[config.mk]
export PLATFORM = sky130hd
export DESIGN_NAME = acp_top
export DESIGN_NICKNAME = d
export VERILOG_FILES = /design/src/common/acp_pkg.sv /design/src/verilog/acp_top.sv
export SDC_FILE = /design/constraint.sdc
export NUM_CORES = 1
export LEC_CHECK = 0
export ABC_AREA = 1
export BUFFER_PORTS_ARGS = -buffer_cell sky130_fd_sc_hd__clkbuf_2
export CELL_PAD_IN_SITES_DETAIL_PLACEMENT = 0
export CELL_PAD_IN_SITES_GLOBAL_PLACEMENT = 1
export CORE_MARGIN = 3
export CORE_UTILIZATION = 41
export DETAILED_ROUTE_END_ITERATION = 16
export PLACE_DENSITY = 0.89
export REMOVE_ABC_BUFFERS = 1
export SLEW_MARGIN = 15
export SYNTH_ARGS = -nofsm -noshare
export SYNTH_HDL_FRONTEND = slang
export SYNTH_SLANG_ARGS = --single-unit
[constraint.sdc]
create_clock -name clock -period 2.06 [get_ports clock]
set_clock_uncertainty 0.1 [all_clocks]
set_input_delay 0.515 -clock clock [delete_from_list [all_inputs] [get_ports clock]]
set_output_delay 0.515 -clock clock [all_outputs]
set_load 0.01 [all_outputs]
[src/common/acp_pkg.sv]
// Constants for the converter configuration port: register map, field
// positions, reset values, pin level codes and timing.
// Assumes a single 100 MHz core clock and pin levels already quantised
// to a two-bit code by the pad ring.
package acp_pkg;
	// Pin level codes as delivered by the level detector
	localparam logic [1:0] LVL_GND = 2'h0; // Ground
	localparam logic [1:0] LVL_3_8 = 2'h1; // Three-eighths supply
	localparam logic [1:0] LVL_5_8 = 2'h2; // Five-eighths supply
	localparam logic [1:0] LVL_FULL = 2'h3; // Full supply
	// Register addresses
	localparam logic [7:0] ADDR_NUMBER_FORMAT = 8'h63; // number_format_control
	localparam logic [7:0] ADDR_IFACE_SOFT_RST = 8'h6C; // output_interface_and_soft_reset
	localparam logic [7:0] ADDR_VOLTAGE_SRC = 8'h6D; // voltage_source_select
	// Field positions
	localparam int STANDBY_BIT = 7; // Global power down in 0x63
	localparam int FORMAT_BIT = 3; // Number format bit in 0x63
	localparam int LOW_SPEED_BIT = 0; // Low speed in 0x63
	localparam int IFACE_LSB = 3; // Output interface field D3-D4 in 0x6C
	localparam int SOFT_RST_BIT = 1; // Self-clearing soft reset in 0x6C
	localparam int REF_BIT = 4; // Reference select in 0x6D
	// Output interface field encodings
	localparam logic [1:0] IFACE_FROM_PIN = 2'h0; // Pin decides
	localparam logic [1:0] IFACE_CMOS = 2'h3; // Parallel single-ended
	// Reset values
	localparam logic [7:0] RST_NUMBER_FORMAT = 8'h00; // After reset
	localparam logic [7:0] RST_IFACE_SOFT_RST = 8'h00; // After reset
	localparam logic [7:0] RST_VOLTAGE_SRC = 8'h00; // After reset
	// Serial word layout
	localparam int WORD_BITS = 16; // Bits per committed word
	localparam int ADDR_BITS = 8; // Address part, sent first
	localparam logic [3:0] LAST_BIT_IDX = 4'hF; // Index of 16th bit
	// Output strobe shifts in 36ths of a sample period
	localparam logic signed [3:0] SHIFT_NONE = 4'sh0; // Default position
	localparam logic signed [3:0] SHIFT_P3 = 4'sh3; // Later by 3/36
	localparam logic signed [3:0] SHIFT_P5 = 4'sh5; // Later by 5/36
	localparam logic signed [3:0] SHIFT_P6 = 4'sh6; // Later by 6/36
	localparam logic signed [3:0] SHIFT_P7 = 4'sh7; // Later by 7/36
	localparam logic signed [3:0] SHIFT_M3 = -4'sh3; // Earlier by 3/36
	// Timing
	localparam int CLK_PERIOD_NS = 10; // Core clock period
	localparam int RST_PULSE_NS = 10; // Least reset pulse width
	localparam int RST_PULSE_CYC = (RST_PULSE_NS + CLK_PERIOD_NS - 1) / CLK_PERIOD_NS;
	localparam int SYNC_STAGES = 2; // Pin synchroniser depth
endpackage

[src/verilog/acp_top.sv]
// Configuration front end: strap decoding, write-only three-wire
// serial register port and pin/register priority.
// Assumes pins arrive asynchronously and multi-level pins come in as
// two-bit level codes; the shift clock is sampled, not used as a clock.
`timescale 1ns/1ps

module acp_top
	import acp_pkg::*;
(
	input wire logic clock, // Core clock, 100 MHz
	input wire logic rst_n, // Synchronous reset, active low
	input wire logic reset_pin, // Async reset pin, high active
	input wire logic [1:0] select_strobe_n, // Enable pin level code
	input wire logic shift_clock_pin, // Shift clock pin
	input wire logic shift_data_pin, // Shift data pin, input only
	input wire logic [1:0] format_select_pin, // Format pin level code
	input wire logic [1:0] ref_mode_pin, // Reference pin level code
	output logic pin_mode, // Pin-only configuration active
	output logic low_speed, // Low speed mode
	output logic standby, // Global standby
	output logic offset_binary, // Offset binary, else twos complement
	output logic parallel_iface, // Parallel output, else differential
	output logic external_ref, // External reference selected
	output logic signed [3:0] strobe_rise_shift, // Rise edge shift, 36ths
	output logic signed [3:0] strobe_fall_shift, // Fall edge shift, 36ths
	output logic [7:0] number_format_control, // Number_format_control contents
	output logic [7:0] output_interface_and_soft_reset, // Output_interface_and_soft_reset
	output logic [7:0] voltage_source_select, // Voltage_source_select contents
	output logic word_commit // One-cycle pulse per committed word
);
	localparam int NPIN = 9; // Width of synchronised pin bundle

	// Two-stage synchroniser; stage one is read only by stage two
	logic [NPIN-1:0] pin_meta_reg; // First stage
	logic [NPIN-1:0] pin_sync_reg; // Second stage
	logic sclk_prev_reg; // Previous synchronised shift clock
	logic [WORD_BITS-2:0] shift_reg; // Bits received so far
	logic [3:0] bit_cnt_reg; // Bits received in current word
	logic [7:0] fmt_reg; // number_format_control storage
	logic [7:0] ifc_reg; // output_interface_and_soft_reset storage
	logic [7:0] vsrc_reg; // voltage_source_select storage

	// Named views of the synchronised bundle
	wire rst_pin_s = pin_sync_reg[8]; // Reset pin
	wire [1:0] sen_lvl = pin_sync_reg[7:6]; // Enable pin level
	wire sclk_s = pin_sync_reg[5]; // Shift clock
	wire shift_data_pin_s = pin_sync_reg[4]; // Shift data
	wire [1:0] fmt_lvl = pin_sync_reg[3:2]; // Format pin level
	wire [1:0] ref_lvl = pin_sync_reg[1:0]; // Reference pin level

	// Serial decode
	// Edges come from the sampled clock, so each shift clock phase must
	// last two core cycles or a fall is lost
	wire sen_low = ~sen_lvl[1]; // Enable active when level low
	wire sclk_fall = sclk_prev_reg & ~sclk_s; // Falling edge seen
	wire shift_en = sclk_fall & sen_low & ~rst_pin_s;
	wire word_done = shift_en & (bit_cnt_reg == LAST_BIT_IDX);
	wire [WORD_BITS-1:0] word = {shift_reg, shift_data_pin_s};
	wire [7:0] w_addr = word[WORD_BITS-1 -: ADDR_BITS];
	wire [7:0] w_data = word[7:0]; // Data byte, sent last
	wire wr_fmt = word_done & (w_addr == ADDR_NUMBER_FORMAT); // 0x63 write
	wire wr_ifc = word_done & (w_addr == ADDR_IFACE_SOFT_RST); // 0x6C write
	wire wr_vsrc = word_done & (w_addr == ADDR_VOLTAGE_SRC); // 0x6D write
	wire soft_rst = wr_ifc & w_data[SOFT_RST_BIT];
	wire regs_clear = rst_pin_s | soft_rst;

	// Register next values; soft reset bit is never stored, so it reads 0
	// Clear wins over a write landing in the same cycle
	wire [7:0] fmt_next = regs_clear ? RST_NUMBER_FORMAT : (wr_fmt ? w_data : fmt_reg);
	wire [7:0] ifc_next = regs_clear ? RST_IFACE_SOFT_RST :
		(wr_ifc ? (w_data & ~(8'h01 << SOFT_RST_BIT)) : ifc_reg);
	wire [7:0] vsrc_next = regs_clear ? RST_VOLTAGE_SRC : (wr_vsrc ? w_data : vsrc_reg);

	// Pin decodes
	// Middle levels pick parallel output and external reference
	wire pin_df_ob = (fmt_lvl == LVL_5_8) | (fmt_lvl == LVL_FULL);
	wire pin_par = (fmt_lvl == LVL_3_8) | (fmt_lvl == LVL_5_8);
	wire pin_ext = (ref_lvl == LVL_3_8) | (ref_lvl == LVL_5_8);
	wire [1:0] ifc_field = ifc_reg[IFACE_LSB +: 2]; // Interface field

	// Priority between pins and registers in serial mode
	// Reference and format pins parked off ground outrank their register bits; a nonzero interface field outranks the format pin
	wire ser_ext = (ref_lvl == LVL_GND) ? vsrc_reg[REF_BIT] : pin_ext;
	wire ser_ob = (fmt_lvl == LVL_GND) ? fmt_reg[FORMAT_BIT] : pin_df_ob;
	wire ser_par = (ifc_field == IFACE_FROM_PIN) ? pin_par :
		(ifc_field == IFACE_CMOS);

	wire par_sel = rst_pin_s ? pin_par : ser_par; // Interface in use

	// Strobe shift from enable level; depends on interface in use
	logic signed [3:0] rise_next; // Next rise shift
	logic signed [3:0] fall_next; // Next fall shift

	// Enable level only steers the strobe in pin mode
	always_comb begin
		rise_next = SHIFT_NONE;
		fall_next = SHIFT_NONE;
		if (rst_pin_s && par_sel) begin
			case (sen_lvl)
				LVL_GND: begin
					rise_next = SHIFT_P3;
					fall_next = SHIFT_P3;
				end
				LVL_3_8: begin
					rise_next = SHIFT_P5;
					fall_next = SHIFT_P5;
				end
				LVL_5_8: begin
					rise_next = SHIFT_M3;
					fall_next = SHIFT_M3;
				end
				default: begin
					rise_next = SHIFT_NONE;
					fall_next = SHIFT_NONE;
				end
			endcase
		end else if (rst_pin_s) begin
			case (sen_lvl)
				LVL_GND, LVL_3_8: begin
					rise_next = SHIFT_P7;
					fall_next = SHIFT_P6;
				end
				LVL_5_8: begin
					rise_next = SHIFT_P3;
					fall_next = SHIFT_P3;
				end
				default: begin
					rise_next = SHIFT_NONE;
					fall_next = SHIFT_NONE;
				end
			endcase
		end
	end

	// Synchroniser; pins are asynchronous to the core clock
	// Straps are static, so a torn level code in transit is harmless
	always_ff @(posedge clock) begin
		if (!rst_n) begin
			pin_meta_reg <= '0;
			pin_sync_reg <= '0;
		end else begin
			pin_meta_reg <= {reset_pin, select_strobe_n, shift_clock_pin,
				shift_data_pin, format_select_pin, ref_mode_pin};
			pin_sync_reg <= pin_meta_reg;
		end
	end

	// Shift engine; oversampling lets any rate up to 20 MHz through
	// Count clears whenever enable rises, so a short tail never leaks
	// into the first word of the next frame
	always_ff @(posedge clock) begin
		if (!rst_n) begin
			sclk_prev_reg <= 1'b0;
			shift_reg <= '0;
			bit_cnt_reg <= '0;
		end else begin
			sclk_prev_reg <= sclk_s;
			if (!sen_low || rst_pin_s) begin
				bit_cnt_reg <= '0;
			end else if (shift_en) begin
				shift_reg <= word[WORD_BITS-2:0];
				bit_cnt_reg <= bit_cnt_reg + 4'h1;
			end
		end
	end

	// Register file; shift data pin is never driven back
	// Pin mode holds registers at default, so writes made there are lost
	always_ff @(posedge clock) begin
		if (!rst_n) begin
			fmt_reg <= RST_NUMBER_FORMAT;
			ifc_reg <= RST_IFACE_SOFT_RST;
			vsrc_reg <= RST_VOLTAGE_SRC;
		end else begin
			fmt_reg <= fmt_next;
			ifc_reg <= ifc_next;
			vsrc_reg <= vsrc_next;
		end
	end

	// Effective configuration, registered onto the outputs
	always_ff @(posedge clock) begin
		if (!rst_n) begin
			pin_mode <= 1'b0;
			low_speed <= 1'b0;
			standby <= 1'b0;
			offset_binary <= 1'b0;
			parallel_iface <= 1'b0;
			external_ref <= 1'b0;
			strobe_rise_shift <= SHIFT_NONE;
			strobe_fall_shift <= SHIFT_NONE;
			word_commit <= 1'b0;
		end else begin
			pin_mode <= rst_pin_s;
			low_speed <= rst_pin_s ? sclk_s : fmt_reg[LOW_SPEED_BIT];
			standby <= rst_pin_s ? shift_data_pin_s : fmt_reg[STANDBY_BIT];
			offset_binary <= rst_pin_s ? pin_df_ob : ser_ob;
			parallel_iface <= par_sel;
			external_ref <= rst_pin_s ? pin_ext : ser_ext;
			strobe_rise_shift <= rise_next;
			strobe_fall_shift <= fall_next;
			word_commit <= word_done;
		end
	end

	// Register contents shown as outputs
	assign number_format_control = fmt_reg;
	assign output_interface_and_soft_reset = ifc_reg;
	assign voltage_source_select = vsrc_reg;

	// Pin mode: data pin drives standby
	a_pin_standby: assert property (@(posedge clock) disable iff (!rst_n)
		rst_pin_s |=> standby == $past(shift_data_pin_s))
		else $error("standby does not follow data pin in pin mode");
	// Pin mode: clock pin drives low speed
	a_pin_speed: assert property (@(posedge clock) disable iff (!rst_n)
		rst_pin_s |=> low_speed == $past(sclk_s))
		else $error("low speed does not follow clock pin in pin mode");
	// Reset pin holds registers at default
	a_hw_reset_clear: assert property (@(posedge clock) disable iff (!rst_n)
		rst_pin_s |=> (fmt_reg == RST_NUMBER_FORMAT) && (vsrc_reg == RST_VOLTAGE_SRC))
		else $error("registers not at defaults after reset pin");
	// Soft reset clears the file on the next cycle
	a_soft_reset: assert property (@(posedge clock) disable iff (!rst_n)
		soft_rst |=> (ifc_reg == RST_IFACE_SOFT_RST) && (fmt_reg == RST_NUMBER_FORMAT))
		else $error("soft reset did not clear registers");
	// Soft reset bit is never stored
	a_soft_bit_zero: assert property (@(posedge clock) disable iff (!rst_n)
		!ifc_reg[SOFT_RST_BIT])
		else $error("soft reset bit did not self clear");
	// Commit pulse must trace back to a sixteenth accepted edge
	a_commit_count: assert property (@(posedge clock) disable iff (!rst_n)
		word_commit |-> $past(shift_en) && $past(bit_cnt_reg) == LAST_BIT_IDX
			&& bit_cnt_reg == 4'h0)
		else $error("word commit not on sixteenth edge");
	// Count only moves on an accepted fall
	a_shift_hold: assert property (@(posedge clock) disable iff (!rst_n)
		(!shift_en && sen_low && !rst_pin_s) |=> $stable(bit_cnt_reg))
		else $error("bit count moved without falling clock edge");
	// Reference pin off ground outranks the register bit
	a_ref_priority: assert property (@(posedge clock) disable iff (!rst_n)
		(!rst_pin_s && ref_lvl != LVL_GND) |=> external_ref == $past(pin_ext))
		else $error("reference register overrode a high pin");
	// Format bit rules while the format pin is grounded
	a_fmt_priority: assert property (@(posedge clock) disable iff (!rst_n)
		(!rst_pin_s && fmt_lvl == LVL_GND) |=> offset_binary == $past(fmt_reg[FORMAT_BIT]))
		else $error("format bit ignored while pin low");
	// Nonzero interface field outranks the format pin
	a_iface_override: assert property (@(posedge clock) disable iff (!rst_n)
		(!rst_pin_s && ifc_field != IFACE_FROM_PIN) |=> parallel_iface == $past(ifc_field == IFACE_CMOS))
		else $error("interface field failed to override pin");

	// Further checks on pin mode, strobe, shifting and storage
	// Pin mode: flag follows the reset pin one cycle later
	a_pin_mode_flag: assert property (@(posedge clock) disable iff (!rst_n)
		rst_pin_s |=> pin_mode)
		else $error("pin mode flag not set while reset pin high");
	// Pin mode: serial shifter stays idle
	a_pin_no_shift: assert property (@(posedge clock) disable iff (!rst_n)
		rst_pin_s |=> bit_cnt_reg == 4'h0)
		else $error("shifter counted while in pin mode");
	// Pin mode: format pin alone sets format and interface
	a_pin_format: assert property (@(posedge clock) disable iff (!rst_n)
		rst_pin_s |=> offset_binary == $past(pin_df_ob) && parallel_iface == $past(pin_par))
		else $error("format pin decode not applied in pin mode");
	// Serial mode: strobe stays at its default position
	a_strobe_serial: assert property (@(posedge clock) disable iff (!rst_n)
		!rst_pin_s |=> strobe_rise_shift == SHIFT_NONE && strobe_fall_shift == SHIFT_NONE)
		else $error("strobe shifted outside pin mode");
	// Enable high drops any partial word
	a_enable_drop: assert property (@(posedge clock) disable iff (!rst_n)
		!sen_low |=> bit_cnt_reg == 4'h0)
		else $error("partial word kept across enable high");
	// Newest bit enters at the bottom, older bits move up
	a_shift_order: assert property (@(posedge clock) disable iff (!rst_n)
		shift_en |=> shift_reg[0] == $past(shift_data_pin_s) && shift_reg[1] == $past(shift_reg[0]))
		else $error("shift register order broken");
	// Data byte of a committed word lands unchanged
	a_data_byte: assert property (@(posedge clock) disable iff (!rst_n)
		wr_vsrc |=> vsrc_reg == $past(w_data))
		else $error("data byte not stored as sent");
endmodule // acp_top
==> flow_metrics.env <==
export IMPL_outcome="finished, final reports clean"
export IMPL_htreeDepth=3
export IMPL_grt_ovfl_total=0
export IMPL_clock_latency_ns=0.34
export IMPL_mostFrequentLayoutCells="dfxtp_1, nand2_1, clkbuf_2, nor2_1, inv_1"
export IMPL_fin_area_um2=3381
export IMPL_io_pins=50
export IMPL_yosysUniqueCellTypes=30
export IMPL_antenna_found_initial=0
export IMPL_swShare_pct=22.24
export IMPL_drv_cap=0
export IMPL_hold_path_class="input port to register"
export IMPL_path_buf_inv=0
export IMPL_critical_path_arrival_ns=1.87
export IMPL_finalSetupTns_ns=0
export IMPL_ys_warn_count=0
export IMPL_cts_root_buf="clkbuf_8"
export IMPL_critPathMaxFanout=23
export IMPL_regArea_um2=1461
export IMPL_cts_resized=0
export IMPL_grt_pass1_vias=2103
export IMPL_numCtsBuffers=9
export IMPL_clkSinkCount=73
export IMPL_vias_per_cell=4.580
export IMPL_drtIter0Drc=78
export IMPL_cts_buffer_depth=2
export IMPL_total_power_mw=2.773
export IMPL_wl_per_cell_um=11.57
export IMPL_rr_worst_depth=6
export IMPL_largest_reg_flops=15
export IMPL_fin_crit_sh_pct=85.06
export IMPL_r2r_end="output_interface_and_soft_reset[0]"
export IMPL_final_antenna_net_count=0
export IMPL_start_util_pct=42.67
export IMPL_reg2reg_from="bit_cnt_reg[0]"
export IMPL_crit_chain="ha_1, nand3_2, nor2_8, nand3_4, nand2_4, a21oi_1"
export IMPL_cpMaxStageDelayCell="dfxtp_1"
export IMPL_fp_dieW_um=90.33
export IMPL_place_worst_setup_slack_ns=0.3142
export IMPL_diodes=0
export IMPL_p_sw_mw=0.6166
export IMPL_critPathLaunchType="register"
export IMPL_clk_pin_slew_worst_paths_ns=0.07
export IMPL_fmax_mhz=570.7
export IMPL_tritoncts="done"
export IMPL_wl_um=5625
export IMPL_clockPowerShare_pct=42.7
export IMPL_drc_errors=0
export IMPL_grt_first_pass_wirelength_um=9632
export IMPL_leakage_nw=1.484
export IMPL_setup_violations=0
export IMPL_ys_ff_latch=73
export IMPL_place_area_um2=3173
export IMPL_nNetsFinal=409
export IMPL_drv_slew=0
export IMPL_hold_viol_final=0
export IMPL_rsz0062_at_grt="no"
export IMPL_cp_end_kind="register"
export IMPL_dieArea_um2=8159
export IMPL_multi_input_area_um2=1197
export IMPL_cp_depth=6
export IMPL_final_common_cell="dfxtp_1"
export IMPL_ctsHoldBuffers=0
export IMPL_period_needed_ns=1.752
export IMPL_r2r_slack_ns=0.31
export IMPL_critPathRequiredTime_ns=2.17
export IMPL_core_area_um2=6832
export IMPL_die_h_um=90.33
export IMPL_combPwrFrac_pct=4.5
export IMPL_path_class="register to register"
export IMPL_place_hpwl_um=4009
export IMPL_p_per_area_nw_per_um2=820.2
export IMPL_syn_to_final_growth_pct=15.97
export IMPL_worstSetupStartpoint="bit_cnt_reg[0]"
export IMPL_max_stage_delay_ns=0.37
export IMPL_grt_max_degree=40
export IMPL_crit_end="output_interface_and_soft_reset[0]"
export IMPL_track_usage_pct=14.57
export IMPL_final_layout_size_suffix_gt1_share_pct=25.13
export IMPL_setup_slack_ns=0.3078
export IMPL_fillCellCount=694
export IMPL_vias=2226
export IMPL_sequentialPowerShare_pct=52.8
export IMPL_ys_seq_area_share_pct=50.13
export IMPL_netlist_area_um2=2915
export IMPL_io_buffer_count=48
export IMPL_synth_cells=340
export IMPL_place_congestion=0.7696
export IMPL_row_count=30
export IMPL_drt_pass1_iterations=4
export IMPL_vdd_drop_max_mv=0.2965
export IMPL_synth_avg_cell_area_um2=8.574
export IMPL_intPower_mw=2.156
export IMPL_cp_top_family="simple AND/OR/NAND/NOR gates"
export IMPL_cts_setup_buffers=0
-- metal layers --
layer	track usage [%]	share of wire, %
met4	6.122	1.6
met5	0	0
met3	4.500	4.3
met1	18.19	48
met2	23.34	46
-- area by class of cell --
type / instances / share of cell area (%)
clock inverter: 6 / 2.480
clock buffer: 9 / 3.664
timing repair buffer: 50 / 7.550
sequential: 73 / 43.23
inverter: 37 / 4.108
multi-input combinational: 215 / 35.42
tap: 96 / 3.553
-- worst min-delay path by stage --
stage                     depth (start not counted)              end            start  slack, ns
after global routing                              3  pin_meta_reg[1]  ref_mode_pin[1]       0.24
after floorplan                                   2  pin_sync_reg[0]  pin_meta_reg[0]       0.29
after global placement                            2  pin_sync_reg[6]  pin_meta_reg[6]       0.29
after CTS                                         3  pin_meta_reg[8]        reset_pin       0.24
after detailed placement                          2  pin_sync_reg[6]  pin_meta_reg[6]       0.30
final                                             3  pin_meta_reg[5]  shift_clock_pin       0.25
-- Yosys cell counts --
cell type / count / area, µm²
conb_1: 1 / 3.750
buf_2: 1 / 5.000
dfxtp_1: 73 / 1461
nand2_4: 2 / 22.52
ha_1: 12 / 150.1
a21oi_1: 14 / 70.07
nand4_1: 1 / 6.260
xnor2_1: 1 / 8.760
buf_4: 4 / 30.03
nor2_2: 2 / 12.51
o21ai_0: 15 / 75.07
nand3b_1: 1 / 7.510
buf_6: 6 / 67.56
inv_2: 2 / 7.510
clkinv_1: 1 / 3.750
o21ai_1: 6 / 30.03
nor2_8: 1 / 20.02
nand2_2: 1 / 6.260
a22o_1: 1 / 8.760
nor2_4: 3 / 33.78
nor2_1: 36 / 135.1
nand2_1: 64 / 240.2
clkbuf_1: 4 / 15.01
nand3_1: 29 / 145.1
nor3_1: 2 / 10.01
inv_1: 34 / 127.6
xor2_1: 1 / 8.760
nand3_4: 1 / 17.52
a21oi_2: 20 / 175.2
nand3_2: 1 / 10.01
-- logic make-up after synthesis --
kind of cell	count (synthesis)	synth area share, %
other cells	1	0.1286
simple gates	144	22.88
fa+ha+maj	12	5.150
flops	73	50.13
buf+inv	52	8.798
compound gates	56	12.32
xor+xnor	2	0.6010
-- worst register-to-register path, cell delays in order, from the launching register on --
cell	delay, ns
dfxtp_1	0.37
ha_1	0.23
nand3_2	0.17
nor2_8	0.28
nand3_4	0.11
nand2_4	0.29
a21oi_1	0.07
-- through the flow --
stage	cells	utilization, %	hold slack [ns]
floorplan	325	-	0.2900
global placement	471	46.45	0.2947
detailed placement	471	46.45	0.2960
CTS	486	49.49	0.2361
global route	486	49.49	0.2354
finish	486	49.49	0.2531
-- power by group through the flow --
| stage | sequential [mW] | combinational (mW) | clock, mW |
|---|---|---|---|
| 4_1_cts | 1.46 | 0.126 | 1.21 |
| 5_1_grt | 1.47 | 0.144 | 1.27 |
| 3_5_place_dp | 1.50 | 0.126 | 0 |
| 3_3_place_gp | 1.50 | 0.122 | 0 |
| 2_1_floorplan | 1.50 | 0.0762 | 0 |
| 6_report | 1.46 | 0.124 | 1.18 |
No activity file was read; power rests on OpenSTA's default activity.
